`src/bps_pkg.sv`:
```
// Shared constants, register layouts and types of the bridge PWM output stage
package bps_pkg;

    // ****************************************************************
    // Register byte offsets (APB, one aligned word each)
    // ****************************************************************
    localparam logic [11:0] BPS_OFF_CTRL = 12'h000; // module_ctrl_reg
    localparam logic [11:0] BPS_OFF_DUTY = 12'h004; // duty_high_reg
    localparam logic [11:0] BPS_OFF_PERIOD = 12'h008; // period_reg
    localparam logic [11:0] BPS_OFF_DBR = 12'h00C; // deadband_restart_reg
    localparam logic [11:0] BPS_OFF_SDC = 12'h010; // shutdown_ctrl_reg
    localparam logic [11:0] BPS_OFF_TMRC = 12'h014; // period timer control
    localparam logic [11:0] BPS_OFF_STAT = 12'h018; // read-only status

    // ****************************************************************
    // Register layouts
    // ****************************************************************
    typedef struct packed {
        logic [1:0] out_mode;  // output_mode_field, bit 1 is direction_bit
        logic [1:0] duty_lo;   // two low duty bits
        logic [3:0] mode;      // [3:2]=11 enables, [1:0] polarity_bits
    } bps_ctrl_t;

    typedef struct packed {
        logic restart_en;      // auto_restart_enable
        logic [6:0] db_count;  // deadband_count in instruction cycles
    } bps_dbr_t;

    typedef struct packed {
        logic status;          // shutdown_status_bit
        logic [2:0] src_sel;   // shutdown_source_sel: [2] int pin, [1] cmp2, [0] cmp1
        logic [1:0] safe_ac;   // pair_ac_safe_state
        logic [1:0] safe_bd;   // pair_bd_safe_state
    } bps_sdc_t;

    typedef struct packed {
        logic on;              // timer run
        logic [1:0] presc;     // 00 = 1, 01 = 4, 1x = 16
    } bps_tmrc_t;

    // ****************************************************************
    // Reset values and encodings
    // ****************************************************************
    localparam bps_ctrl_t BPS_CTRL_RST = 8'h00;
    localparam bps_dbr_t BPS_DBR_RST = 8'h00;
    localparam bps_sdc_t BPS_SDC_RST = 8'h00;
    localparam bps_tmrc_t BPS_TMRC_RST = 3'h0;
    localparam logic [1:0] BPS_OM_SINGLE = 2'h0;
    localparam logic [1:0] BPS_OM_FWD = 2'h1;
    localparam logic [1:0] BPS_OM_HALF = 2'h2;
    localparam logic [1:0] BPS_OM_REV = 2'h3;
    localparam logic [1:0] BPS_MODE_PWM = 2'h3;
    localparam logic [1:0] BPS_SAFE_LOW = 2'h0;
    localparam logic [1:0] BPS_SAFE_HIGH = 2'h1;
    localparam logic [3:0] BPS_PRE_MAX1 = 4'h0;
    localparam logic [3:0] BPS_PRE_MAX4 = 4'h3;
    localparam logic [3:0] BPS_PRE_MAX16 = 4'hF;

    // ****************************************************************
    // Timing (system clock is Tosc = 10 ns)
    // ****************************************************************
    localparam int BPS_TOSC_NS = 10;
    localparam int BPS_TCY_NS = 4 * BPS_TOSC_NS;        // instr_cycle
    localparam int BPS_TCY_CLKS = BPS_TCY_NS / BPS_TOSC_NS;
    localparam logic [8:0] BPS_DIR_LEAD = 9'h004;       // timer counts

    // Enable sequencer, one-hot
    typedef enum logic [2:0] {
        BPS_ST_OFF = 3'b001,
        BPS_ST_WAIT = 3'b010,
        BPS_ST_RUN = 3'b100
    } bps_state_t;

endpackage : bps_pkg

```
`src/bps_output_stage.sv`:
```
// Bridge PWM output stage with dead band, direction change and auto-shutdown
//
// What this block does
// - Period is 4 clocks times (period+1) times prescale
// - Pulse width is 10-bit duty times prescale clocks
// - Half-bridge: A modulated, B complement, C/D unused
// - Dead band counts instruction cycles before activation
// - Dead band only on inactive-to-active edges
// - Dead band longer than pulse keeps output inactive
// - Forward: A active, D modulated, B/C inactive
// - Reverse: C active, B modulated, A/D inactive
// - Direction bit writable anytime, applies next period
// - Four counts early: modulated off, unmodulated swapped
// - Full bridge uses no dead band
// - Source field picks int pin low, comparators high
// - Shutdown sets status bit until cleared
// - Shutdown forces pairs to high, low or float
// - Shutdown lasts while source level persists
// - Status writes ignored while source active
// - Restart only at next period start
// - Writing one to status forces shutdown
// - Auto-restart clears software set at once
// - Auto-restart clears status when source goes
// - Low mode bits set polarity per pair
// - First enable waits for a new period
//
// Local design decisions: the APB register port and the register offsets.
`timescale 1ns/1ps
`default_nettype none

module bps_output_stage
    import bps_pkg::*;
(
    input wire logic clk_sys,
    input wire logic reset,
    input wire logic psel,
    input wire logic penable,
    input wire logic pwrite,
    input wire logic [11:0] paddr,
    input wire logic [31:0] pwdata,
    output logic [31:0] prdata,
    output logic pready,
    output logic pslverr,
    input wire logic int_pin_n,
    input wire logic cmp1_out,
    input wire logic cmp2_out,
    output logic out_a,
    output logic out_b,
    output logic out_c,
    output logic out_d,
    output logic out_a_oe,
    output logic out_b_oe,
    output logic out_c_oe,
    output logic out_d_oe
);

    // ****************************************************************
    // Registers and state
    // ****************************************************************
    bps_ctrl_t ctrl_q;
    bps_dbr_t dbr_q;
    bps_sdc_t sdc_q;
    bps_tmrc_t tmrc_q;
    logic [7:0] duty_hi_q;
    logic [7:0] period_q;
    logic [31:0] prdata_q;
    logic [3:0] pre_q;
    logic [1:0] fine_q;
    logic [7:0] tmr_q;
    logic [9:0] duty_q;
    logic dir_q;
    logic pwm_q;
    logic [8:0] db_cnt_q;
    logic [3:0] act_q;
    logic hold_q;
    bps_state_t st_q;
    bps_state_t st_d;
    logic status_d;
    logic pwm_d;
    logic [3:0] act_d;

    // ****************************************************************
    // APB slave decode
    // ****************************************************************
    wire setup = psel && !penable;
    wire access = psel && penable;
    wire hit_ctrl = (paddr == BPS_OFF_CTRL);
    wire hit_duty = (paddr == BPS_OFF_DUTY);
    wire hit_per = (paddr == BPS_OFF_PERIOD);
    wire hit_dbr = (paddr == BPS_OFF_DBR);
    wire hit_sdc = (paddr == BPS_OFF_SDC);
    wire hit_tmrc = (paddr == BPS_OFF_TMRC);
    wire hit_stat = (paddr == BPS_OFF_STAT);
    wire hit_any = hit_ctrl | hit_duty | hit_per | hit_dbr | hit_sdc | hit_tmrc | hit_stat;
    wire wr_en = access && pwrite && hit_any;
    wire wr_sdc = wr_en && hit_sdc;
    wire force_out;
    wire [31:0] stat_word = {19'h0_0000, force_out, dir_q, (st_q == BPS_ST_RUN), fine_q, tmr_q};
    wire [31:0] rd_word = hit_ctrl ? {24'h00_0000, ctrl_q} :
                          hit_duty ? {24'h00_0000, duty_hi_q} :
                          hit_per ? {24'h00_0000, period_q} :
                          hit_dbr ? {24'h00_0000, dbr_q} :
                          hit_sdc ? {24'h00_0000, sdc_q} :
                          hit_tmrc ? {29'h0000_0000, tmrc_q} :
                          hit_stat ? stat_word : 32'h0000_0000;

    // Zero wait states; unmapped addresses answer with an error
    assign pready = 1'b1;
    assign pslverr = access && !hit_any;
    assign prdata = prdata_q;

    // Read data captured in the setup phase
    always_ff @(posedge clk_sys) begin
        if (reset) begin
            prdata_q <= 32'h0000_0000;
        end else if (setup && !pwrite) begin
            prdata_q <= rd_word;
        end
    end

    // Plain configuration registers
    always_ff @(posedge clk_sys) begin
        if (reset) begin
            ctrl_q <= BPS_CTRL_RST;
            duty_hi_q <= 8'h00;
            period_q <= 8'h00;
            dbr_q <= BPS_DBR_RST;
            tmrc_q <= BPS_TMRC_RST;
        end else if (wr_en) begin
            if (hit_ctrl) ctrl_q <= pwdata[7:0];
            if (hit_duty) duty_hi_q <= pwdata[7:0];
            if (hit_per) period_q <= pwdata[7:0];
            if (hit_dbr) dbr_q <= pwdata[7:0];
            if (hit_tmrc) tmrc_q <= pwdata[2:0];
        end
    end

    // ****************************************************************
    // Time base: prescaler, 2-bit fine count and 8-bit period timer
    // ****************************************************************
    wire [3:0] pre_max = (tmrc_q.presc == 2'h0) ? BPS_PRE_MAX1 :
                         (tmrc_q.presc == 2'h1) ? BPS_PRE_MAX4 : BPS_PRE_MAX16;
    wire tick = tmrc_q.on && (pre_q == pre_max);
    wire tmr_step = tick && (fine_q == 2'h3);
    wire period_start = tmr_step && (tmr_q == period_q);
    wire [9:0] tbase = {tmr_q, fine_q};

    // Period timer advance
    always_ff @(posedge clk_sys) begin
        if (reset) begin
            pre_q <= 4'h0;
            fine_q <= 2'h0;
            tmr_q <= 8'h00;
        end else if (tmrc_q.on) begin
            pre_q <= tick ? 4'h0 : pre_q + 4'h1;
            if (tick) fine_q <= fine_q + 2'h1;
            if (tmr_step) tmr_q <= period_start ? 8'h00 : tmr_q + 8'h01;
        end
    end

    // Duty and direction latched at each period boundary
    always_ff @(posedge clk_sys) begin
        if (reset) begin
            duty_q <= 10'h000;
            dir_q <= 1'b0;
        end else if (period_start) begin
            duty_q <= {duty_hi_q, ctrl_q.duty_lo};
            dir_q <= ctrl_q.out_mode[1];
        end
    end

    // ****************************************************************
    // Enable sequencer
    // ****************************************************************
    wire enabled = (ctrl_q.mode[3:2] == BPS_MODE_PWM);

    // Start only on a fresh period
    always_comb begin
        st_d = st_q;
        unique case (st_q)
            BPS_ST_OFF: if (enabled) st_d = BPS_ST_WAIT;
            BPS_ST_WAIT: if (!enabled) st_d = BPS_ST_OFF;
                else if (period_start) st_d = BPS_ST_RUN;
            BPS_ST_RUN: if (!enabled) st_d = BPS_ST_OFF;
            default: st_d = BPS_ST_OFF;
        endcase
    end

    always_ff @(posedge clk_sys) begin
        if (reset) st_q <= BPS_ST_OFF;
        else st_q <= st_d;
    end

    // ****************************************************************
    // Modulator and dead band
    // ****************************************************************
    wire running = (st_q == BPS_ST_RUN);
    wire [8:0] db_clks = {dbr_q.db_count, 2'b00};
    wire db_done = (db_cnt_q >= db_clks);
    assign pwm_d = running && (st_d == BPS_ST_RUN) && (tbase < duty_q);

    // Counter restarts on every modulator edge
    always_ff @(posedge clk_sys) begin
        if (reset) begin
            pwm_q <= 1'b0;
            db_cnt_q <= 9'h000;
        end else begin
            pwm_q <= pwm_d;
            if (pwm_d != pwm_q) db_cnt_q <= 9'h000;
            else if (db_cnt_q != 9'h1FF) db_cnt_q <= db_cnt_q + 9'h001;
        end
    end

    // ****************************************************************
    // Output steering per mode, active-level logic; bit 0 is A
    // ****************************************************************
    wire full = ctrl_q.out_mode[0];
    wire dir_new = ctrl_q.out_mode[1];
    wire dir_zone = full && (dir_new != dir_q) &&
                    (({1'b0, tmr_q} + BPS_DIR_LEAD) > {1'b0, period_q});
    wire [3:0] used = (ctrl_q.out_mode == BPS_OM_SINGLE) ? 4'h1 :
                      (ctrl_q.out_mode == BPS_OM_HALF) ? 4'h3 : 4'hF;

    always_comb begin
        act_d = 4'h0;
        if (running) begin
            unique case (ctrl_q.out_mode)
                BPS_OM_SINGLE: act_d[0] = pwm_q;
                BPS_OM_HALF: begin
                    act_d[0] = pwm_q && db_done;
                    act_d[1] = !pwm_q && db_done;
                end
                default: begin
                    if (dir_zone) begin
                        act_d[0] = !dir_new;
                        act_d[2] = dir_new;
                    end else if (!dir_q) begin
                        act_d[0] = 1'b1;
                        act_d[3] = pwm_q;
                    end else begin
                        act_d[2] = 1'b1;
                        act_d[1] = pwm_q;
                    end
                end
            endcase
        end
    end

    always_ff @(posedge clk_sys) begin
        if (reset) act_q <= 4'h0;
        else act_q <= act_d;
    end

    // ****************************************************************
    // Auto-shutdown
    // ****************************************************************
    wire [2:0] src_lvl = {!int_pin_n, cmp2_out, cmp1_out};
    wire src_act = |(sdc_q.src_sel & src_lvl);

    // Status bit: hardware set wins over any write
    always_comb begin
        status_d = sdc_q.status;
        if (wr_sdc) status_d = pwdata[7];
        if (sdc_q.status && dbr_q.restart_en && !src_act) status_d = 1'b0;
        if (src_act) status_d = 1'b1;
    end

    always_ff @(posedge clk_sys) begin
        if (reset) begin
            sdc_q <= BPS_SDC_RST;
            hold_q <= 1'b0;
        end else begin
            sdc_q.status <= status_d;
            if (wr_sdc) sdc_q[6:0] <= pwdata[6:0];
            if (status_d || src_act) hold_q <= 1'b1;
            else if (period_start) hold_q <= 1'b0;
        end
    end

    // Source level forces pins without waiting for a clock edge
    assign force_out = src_act || sdc_q.status || hold_q;

    // ****************************************************************
    // Pin drivers: polarity, safe states, enables
    // ****************************************************************
    wire pol_ac = ctrl_q.mode[1];
    wire pol_bd = ctrl_q.mode[0];
    wire [3:0] pol = {pol_bd, pol_ac, pol_bd, pol_ac};
    wire [3:0] pin_norm = act_q ^ pol;
    wire [1:0] safe_ac = sdc_q.safe_ac;
    wire [1:0] safe_bd = sdc_q.safe_bd;
    wire [3:0] safe_lvl = {safe_bd == BPS_SAFE_HIGH, safe_ac == BPS_SAFE_HIGH,
                           safe_bd == BPS_SAFE_HIGH, safe_ac == BPS_SAFE_HIGH};
    wire [3:0] safe_drv = {!safe_bd[1], !safe_ac[1], !safe_bd[1], !safe_ac[1]};
    wire [3:0] shut = {4{force_out && enabled}} & used;
    wire [3:0] pin_val = (shut & safe_lvl) | (~shut & pin_norm);
    wire [3:0] pin_oe = (shut & safe_drv) | (~shut & used & {4{enabled}});

    assign out_a = pin_val[0];
    assign out_b = pin_val[1];
    assign out_c = pin_val[2];
    assign out_d = pin_val[3];
    assign out_a_oe = pin_oe[0];
    assign out_b_oe = pin_oe[1];
    assign out_c_oe = pin_oe[2];
    assign out_d_oe = pin_oe[3];

    // ****************************************************************
    // Checks
    // ****************************************************************
    logic [15:0] per_cnt_q;
    logic per_ok_q;
    wire [15:0] per_exp = ({8'h00, period_q} + 16'h0001) <<
                          ((tmrc_q.presc == 2'h0) ? 2 : (tmrc_q.presc == 2'h1) ? 4 : 6);
    wire half_run = running && (ctrl_q.out_mode == BPS_OM_HALF);

    // Clocks since the last period start, invalid after any write to a mapped address
    always_ff @(posedge clk_sys) begin
        if (reset) begin
            per_cnt_q <= 16'h0000;
            per_ok_q <= 1'b0;
        end else begin
            per_cnt_q <= period_start ? 16'h0000 : per_cnt_q + 16'h0001;
            if (wr_en) per_ok_q <= 1'b0;
            else if (period_start) per_ok_q <= 1'b1;
        end
    end
endmodule : bps_output_stage

`default_nettype wire

```
`config.mk`:
```
export PLATFORM = sky130hd
export DESIGN_NAME = bps_output_stage
export DESIGN_NICKNAME = d
export VERILOG_FILES = /design/src/bps_pkg.sv /design/src/bps_output_stage.sv
export SDC_FILE = /design/constraint.sdc
export NUM_CORES = 1
export LEC_CHECK = 0
export BUFFER_PORTS_ARGS = -buffer_cell sky130_fd_sc_hd__buf_4
export CORE_MARGIN = 3
export CORE_UTILIZATION = 56
export CTS_CLUSTER_SIZE = 14
export DETAILED_ROUTE_END_ITERATION = 16
export PLACE_DENSITY = 0.8
export RECOVER_POWER = 50
export SYNTH_ARGS = -nofsm -noshare
export SYNTH_HDL_FRONTEND = slang
export SYNTH_SLANG_ARGS = --single-unit
export TNS_END_PERCENT = 1
```
`constraint.sdc`:
```
create_clock -name clk_sys -period 2.75 [get_ports clk_sys]
set_clock_uncertainty 0.1 [all_clocks]
set_input_delay 0.275 -clock clk_sys [delete_from_list [all_inputs] [get_ports clk_sys]]
set_output_delay 0.275 -clock clk_sys [all_outputs]
set_load 0.05 [all_outputs]
```
# Yosys cells after proc, flatten, opt, wreduce, memory -nomap -nowiden
# Index checks and enable logic that the tools add are counted.
# totals
ff_bits,118
inputBits,52
out_inout_bits,42
# classes
add_sub_neg,5
order_cmp,3
n_eq_ne,21
n_mux,30
bitwise,18
reduce_logical,47
# op_table
cell,count
2-to-1 mux 13 bit,7
"== test 12 x 5 -> 1 bit, second input constant",3
AND 4 bit,6
"== test 12 x 4 -> 1 bit, second input constant",2
2-to-1 mux 4 bit,5
logical AND 1 bit,19
AND reduction 2 bit,7
"== test 12 x 3 -> 1 bit, second input constant",1
logical NOT 12 bit,1
2-to-1 mux 3 bit,4
< comparator 10 bit,1
"adder 8 x 3 -> 9 bit, second input constant",1
"adder 9 x 1 -> 9 bit, second input constant",1
>= comparator 9 bit,1
greater-than comparator 9 x 8 -> 1 bit,1
logical NOT 1 bit,9
2-to-1 mux 1 bit,9
"!= test 9 bit, second input constant",1
case mux 3 bit (3 select lines),1
"adder 8 x 1 -> 8 bit, second input constant",1
== test 8 bit,1
2-to-1 mux 8 bit,1
OR 4 bit,2
"== test 2 x 1 -> 1 bit, second input constant",3
22 further kinds,36

# Logic depth before layout (Yosys ltp)
# Gate-level depths: netlist (run 1).
# depth
depth_word,15
ltp_mapped,10
ltp_nobuf,9

# Least setup slack after synthesis (run 1)
# OpenSTA, ideal clock, no wires.
# synth_path
path_type,register -> output
startpoint,register sdc_q[4] (netlist name)
endpoint,output port out_c_oe
arrival_ns,2.432
required_time_ns,2.375
slack_ns,-0.057
stages_incl_launch_ff,7
n_path_buf,1
cell_sequence,dfxtp_1 > a22oi_1 > o21ai_0 > or3_1 > clkbuf_1 > a21oi_1 > and2_1
# synth_via
elab_chain_cells,10
word_cells_on_any_way,11
# synth_rtl
item,line,rtl
start: declaration,bps_output_stage.sv:62,bps_sdc_t sdc_q;
AND 3 bit *,bps_output_stage.sv:258,wire src_act = |(sdc_q.src_sel & src_lvl);
OR reduction 3 bit *,bps_output_stage.sv:258,
logical OR 1 bit * (2 in series),bps_output_stage.sv:281,assign force_out = src_act || sdc_q.status || hold_q;
logical AND 1 bit *,bps_output_stage.sv:295,wire [3:0] shut = {4{force_out && enabled}} & used;
AND 4 bit *,bps_output_stage.sv:295,
inverter 4 bit,bps_output_stage.sv:297,wire [3:0] pin_oe = (shut & safe_drv) | (~shut & used & {4{enabled}});
AND 4 bit (2 in series),bps_output_stage.sv:297,
OR 4 bit *,bps_output_stage.sv:297,
end: declaration,bps_output_stage.sv:53,"output logic out_c_oe,"
# Mark *: on every way between the ends. The rest lies on a longest branch, timed or not.

# Worst setup path after layout (run 1)
# layout_path
startpoint,register tmr_q[2]
endpoint,register act_q[3]
# layout_via
elab_chain_cells,4
# layout_rtl
item,line,rtl
start: declaration,bps_output_stage.sv:69,logic [7:0] tmr_q;
start signal: assignment,bps_output_stage.sv:157,if (tmr_step) tmr_q <= period_start ? 8'h00 : tmr_q + 8'h01;
adder 8 x 3 -> 9 bit,bps_output_stage.sv:220,"(({1'b0, tmr_q} + BPS_DIR_LEAD) > {1'b0, period_q});"
greater-than comparator 9 x 8 -> 1 bit,bps_output_stage.sv:220,
logical AND 1 bit,bps_output_stage.sv:219,wire dir_zone = full && (dir_new != dir_q) &&
OR reduction 6 bit (no source line),--,
end signal: assignment,bps_output_stage.sv:251,else act_q <= act_d;
end: declaration,bps_output_stage.sv:74,logic [3:0] act_q;
# No other way between the ends.
# A chain may end at the register's enable or synchronous reset.

==> results of run 1 <==
## kinds of logic after synthesis
kind of cell / Yosys count / share of synthesized area [%]
flops: 99 / 34.7
compound gates: 140 / 16.3
buf+inv: 80 / 6.84
mux: 52 / 9.11
other cells: 2 / 0.132
fa+ha+maj: 31 / 6.79
simple gates: 245 / 22.0
xor+xnor: 27 / 4.14
## final cells by class
class,count,share of cell area (%)
clock buffer,11,2.23
clock inverter,5,0.591
inverter,32,1.89
multi-input combinational,515,53.5
sequential,99,31.3
tap,133,2.62
timing repair buffer,76,7.92
## registers in the layout, indices dropped and copies added (netlist names)
register / cells
prdata: 13
duty_hi_q: 8
sdc_q: 4
pwm_q: 1
act_q: 4
safe_ac: 2
db_cnt_q: 9
dbr_q: 1
period_q: 8
pre_q: 4
ctrl_q: 8
dir_q: 1
safe_bd: 2
hold_q: 1
tmrc_q: 3
duty_q: 10
st_q: 3
db_clks: 7
fine_q: 2
tmr_q: 8
## path summary, 6_finish.rpt
check               endpoint       start  slack (ns)
setup / recovery    act_q[3]    tmr_q[2]        0.12
hold / removal    prdata[12]       reset        0.06
setup reg to reg    act_q[3]    tmr_q[2]        0.12
hold reg to reg   prdata[12]  prdata[12]        0.36
## cell usage in the layout (no fill, tap or decap), types with 4 or more instances in the layout
cell type	instances
a21oi_1	41
nor3_1	11
nor2_1	77
mux2i_1	52
a221oi_1	6
ha_1	31
nand2b_1	11
conb_1	20
o21ai_0	29
dfxtp_1	97
nor4_1	6
nand3b_1	5
a211oi_1	10
xnor2_1	12
nand3_1	25
xor2_1	15
clkbuf_1	19
a21bo_2	4
and3_1	11
o22ai_1	4
nand2_1	48
inv_1	32
and2_1	5
nand4_1	7
nor3b_1	5
o211ai_1	8
buf_4	57
clkbuf_8	10
nor2b_1	10
## metal layers
metal	GRT usage (%)	share of wire (%)
met5	0	0
met3	3.85	6.7
met2	46.9	48
met4	12.2	3.1
met1	37.2	42
## worst max-delay path, stage by stage, from the launching register on
cell	delay [ns]
dfxtp_2	0.36
ha_1	0.21
and3_1	0.20
xor2_1	0.15
ha_1	0.32
nand4_1	0.14
o31a_1	0.32
o21ai_1	0.20
o21ai_0	0.15
nor4_1	0.29
buf_4	0.16
## what timing repair did
action                                  in CTS  in global routing
pin swaps                                    0                  1
gates cloned                                 0                  0
resized for setup                            1                  5
hold buffers                                 0                  0
hold endpoints to repair                     0                  0
endpoints found under the setup margin       2                  5
buffers inserted                             0                  0
## report_power, final
| part | switching [W] | internal [W] | leakage [nW] |
|---|---|---|---|
| clock | 0.000519 | 0.000358 | 0.0859 |
| combinational | 0.000196 | 0.0000931 | 1.50 |
| sequential | 0.0000311 | 0.00146 | 0.799 |
## metrics by stage
| step | setup TNS (ns) | hold slack, ns | std cells |
|---|---|---|---|
| floorplan | 0 | 0.311 | 694 |
| global placement | 0 | 0.343 | 855 |
| detailed placement | 0 | 0.351 | 855 |
| CTS | 0 | 0.0520 | 871 |
| global route | -0.0137 | 0.0546 | 871 |
| finish | 0 | 0.0635 | 871 |
==> flow_summary.yaml, run 1 <==
floorplanning:
  die_x_um: 107
  start_util_pct: 57.9
  die_area_sq_um: 11400
  die_h_um: 107
  core_sq_um: 9860
  ioPinCount: 94
  num_rows: 36
route:
  first_pass_iters: 5
  route.vias.total: 5148
  wl_per_cell_um: 18.0
  drtIter0Drc: 407
  antenna_left: 0
  routed_wl_um: 15700
  viasPerCell: 5.91
  drc: 0
job:
  cap_violations: 0
clocking:
  cts_buffer_depth: 2
  clkTransAtPathRegs_ns: 0.10
  cts-htree-levels: 3
  cts_made_buffers: 9
  worstSkewPairLatency_ns: 0.37
  cts_tree: "built"
  cts_root_buf: "clkbuf_8"
  cts.sinks: 99
synth:
  netlist_area_sq_um: 5710
  ys_warn_count: 0
  synthCells: 676
  synth_commonest_cells: "dfxtp_1, nor2_1, mux2i_1"
  synth.distinct_cells: 68
  synth.top_cells.by_area: "dfxtp_1, mux2i_1, ha_1"
  synth.most_common_cell: "dfxtp_1"
  synth_ff_type: "dfxtp_1"
  async_reset_ff_share_pct: 0
  avgSynthCellArea_sq_um: 8.45
  synth-seq-cells: 99
  yosysTopAreaCell: "dfxtp_1"
  ys_seq_area_share_pct: 34.7
  post-synth-top-area-fraction_pct: 34.7
  synth-edff-count: 0
worst_hold_path:
  min_path_type: "primary input to flop"
  hold_depth: 2
final_layout:
  finish.net_count: 816
  post-route-util_pct: 64.4
  syn_to_final_growth_pct: 11.2
  seqCellArea_sq_um: 1980
  fill_cells: 872
  antenna_cells: 0
  multi_input_area_sq_um: 3400
  drive_above_1_share_pct: 12.5
  finish.instance_area_sq_um: 6350
status:
  status: "finished, final reports clean"
sta:
  grt_setup_unrepaired: "true"
  setup_violations: 0
  max-slew-margin-rel_pct: 55.7
  drv_slew: 0
  worst_pin_slew_ns: 0.662
  period_share_pct: 95.7
  setup_ws_ns: 0.119
  final-hold-violation-count: 0
  fin_crit_ns: 2.63
  max_freq_mhz: 380
worst_setup_path:
  start_kind: "flop"
  path_max_fanout: 6
  arrival_ns: 2.86
  worstSetupPathType: "flop to flop"
  r2r_cells: 10
  critPathCaptureType: "flop"
  required_ns: 2.98
placement:
  dp_slack_ns: 0.155
  dp_hpwl_um: 12200
  portBuffers: 49
  globalplace.congestion: 0.995
  dpl-instance-area_sq_um: 6250
global_route:
  antenna_found_initial: 0
  grt_pass1_wl_um: 25400
  grt_pass1_vias: 4966
  grt_max_degree: 50
  grtUsageTotal_pct: 28.4
  overflow: 0
power_and_ir_drop:
  power.total_w: 0.00266
  power.leakage_nw: 2.38
  pwr_density_cell_nw_per_um2: 418
  peakVddDrop_uv: 247
No activity file was read; power rests on OpenSTA's default activity.
==> run 2: changes to the inputs <==
- HOLD_SLACK_MARGIN: default -> 0.1
==> run 2 against run 1 <==
Register-to-register slack barely moved; via count rose by 0.27%; power rose by 0.14%; sequential power barely moved; combinational power rose by 2%; routed wire length rose by 0.70%; fmax rose by 0.26%; count of clock-buffer cells in the layout did not move; critical path depth fell by 1; critical path type unchanged.
==> flow_summary.yaml, run 2 (synthesis gave the netlist of run 1 again) <==
worst_hold_path:
  min_path_type: "primary input to flop"
sta:
  final-hold-violation-count: 0
  worst_pin_slew_ns: 1.41
  grt_setup_unrepaired: "true"
  drv_slew: 0
  whs_ns: 0.117
  max_freq_mhz: 381
  setup_ws_ns: 0.126
  fin_crit_ns: 2.62
  max-slew-margin-rel_pct: 6.08
  setup_violations: 0
  period_share_pct: 95.4
final_layout:
  final_cell_mix: "dfxtp_1, nor2_1, buf_4"
  finish.instance_area_sq_um: 6420
  final_common_cell: "dfxtp_1"
  fill_cells: 865
  drive_above_1_share_pct: 12.9
  antenna_cells: 0
  fin_cells: 876
  finish.net_count: 821
  syn_to_final_growth_pct: 12.4
  largest_reg_flops: 13
power_and_ir_drop:
  switching_share_pct: 28.1
  p_int_w: 0.00191
  seq_power_share_pct: 56.0
  peakVddDrop_uv: 247
  pwr_density_cell_nw_per_um2: 414
  power.total_w: 0.00266
  p_comb_share_pct: 11.1
  pwr-share-clk_pct: 32.9
  switchingPower_w: 0.000747
  power.leakage_nw: 2.41
status:
  status: "finished, final reports clean"
floorplanning:
  core_sq_um: 9860
  die_area_sq_um: 11400
  die_x_um: 107
  num_rows: 36
  start_util_pct: 57.9
  ioPinCount: 94
  die_h_um: 107
clocking:
  cts_root_buf: "clkbuf_8"
  clkTransAtPathRegs_ns: 0.10
  cts_made_buffers: 9
  worstSkewPairLatency_ns: 0.37
  cts-htree-levels: 3
  cts_buffer_depth: 2
  cts_tree: "built"
  cts.sinks: 99
worst_setup_path:
  arrival_ns: 2.85
  required_ns: 2.97
  path_max_fanout: 7
  worstSetupPathType: "flop to flop"
  start_kind: "flop"
  critPathBufInv: 2
  rrSetupSlack_ns: 0.13
  cpMaxStageDelayCell: "dfxtp_1"
  critPathCaptureType: "flop"
  critPathMaxStageDelay_ns: 0.54
  path_cells: "and3_1, xor2_1, ha_1, a2111o_1, inv_1, a21bo_2, o21ai_0, nor4_1, buf_4"
  critical-path-top-delay-family: "compound AO/OA/AOI/OAI gates"
route:
  route.vias.total: 5162
  viasPerCell: 5.89
  drc: 0
  routed_wl_um: 15800
  drtIter0Drc: 457
  wl_per_cell_um: 18.0
  first_pass_iters: 6
  antenna_left: 0
global_route:
  grt_pass1_wl_um: 25600
  antenna_found_initial: 0
  grt_max_degree: 50
  overflow: 0
  grtUsageTotal_pct: 28.6
  grt_pass1_vias: 4997
job:
  cap_violations: 0
placement:
  globalplace.congestion: 0.995
  dp_hpwl_um: 12200
  dpl-instance-area_sq_um: 6250
  dp_slack_ns: 0.155
  portBuffers: 49
  dp_cells: 855
-- run 2: metrics by stage --
step                      util [%]  setup TNS (ns)
after floorplan                  -               0
after global placement        63.3               0
after detailed placement      63.3               0
after CTS                     65.7               0
after global routing          65.1         -0.0137
final                         65.1               0
-- run 2: path summary, 6_finish.rpt --
check | start | end | cells after the start
max | tmr_q[5] | act_q[3] | 9
min | pwdata[3] | ctrl_q[3] | 3
max reg2reg | tmr_q[5] | act_q[3] | 9
min reg2reg | prdata[12] | prdata[12] | 2
-- run 2: routing by layer --
layer	wire, um	global-route usage, %	part of all wire [%]
met5	0	0	0
met4	496	11.7	3.1
met3	1180	4.03	7.5
met2	7490	47.7	47
met1	6620	37.2	42
-- run 2: power groups by stage --
stage / registers (W) / logic [W] / clock network, W
3_3_place_gp: 0.00152 / 0.000282 / 0
3_5_place_dp: 0.00152 / 0.000289 / 0
6_report: 0.00149 / 0.000295 / 0.000875
5_1_grt: 0.00150 / 0.000325 / 0.000938
4_1_cts: 0.00149 / 0.000296 / 0.000889
2_1_floorplan: 0.00152 / 0.000219 / 0
-- run 2: cell type report --
type	count	area, sq um	share of cell area [%]
sequential	99	1980	30.9
clock buffer	11	141	2.20
timing repair buffer	81	552	8.60
inverter	32	120	1.87
clock inverter	5	37.5	0.585
tap	133	166	2.59
multi-input combinational	515	3420	53.2
-- run 2: what timing repair did --
action / in CTS / in global routing
pin swaps: 0 / 1
hold buffers: 5 / 0
endpoints found under the hold margin: 8 / 0
setup endpoints to repair: 2 / 5
buffers inserted: 0 / 0
gates resized for setup: 1 / 5
-- run 2: worst register-to-register path: stages, from the launching register on --
cell and delay (ns):
dfxtp_1 0.54, and3_1 0.25, xor2_1 0.16, ha_1 0.28
a2111o_1 0.43, inv_1 0.12, a21bo_2 0.15, o21ai_0 0.10
nor4_1 0.29, buf_4 0.16
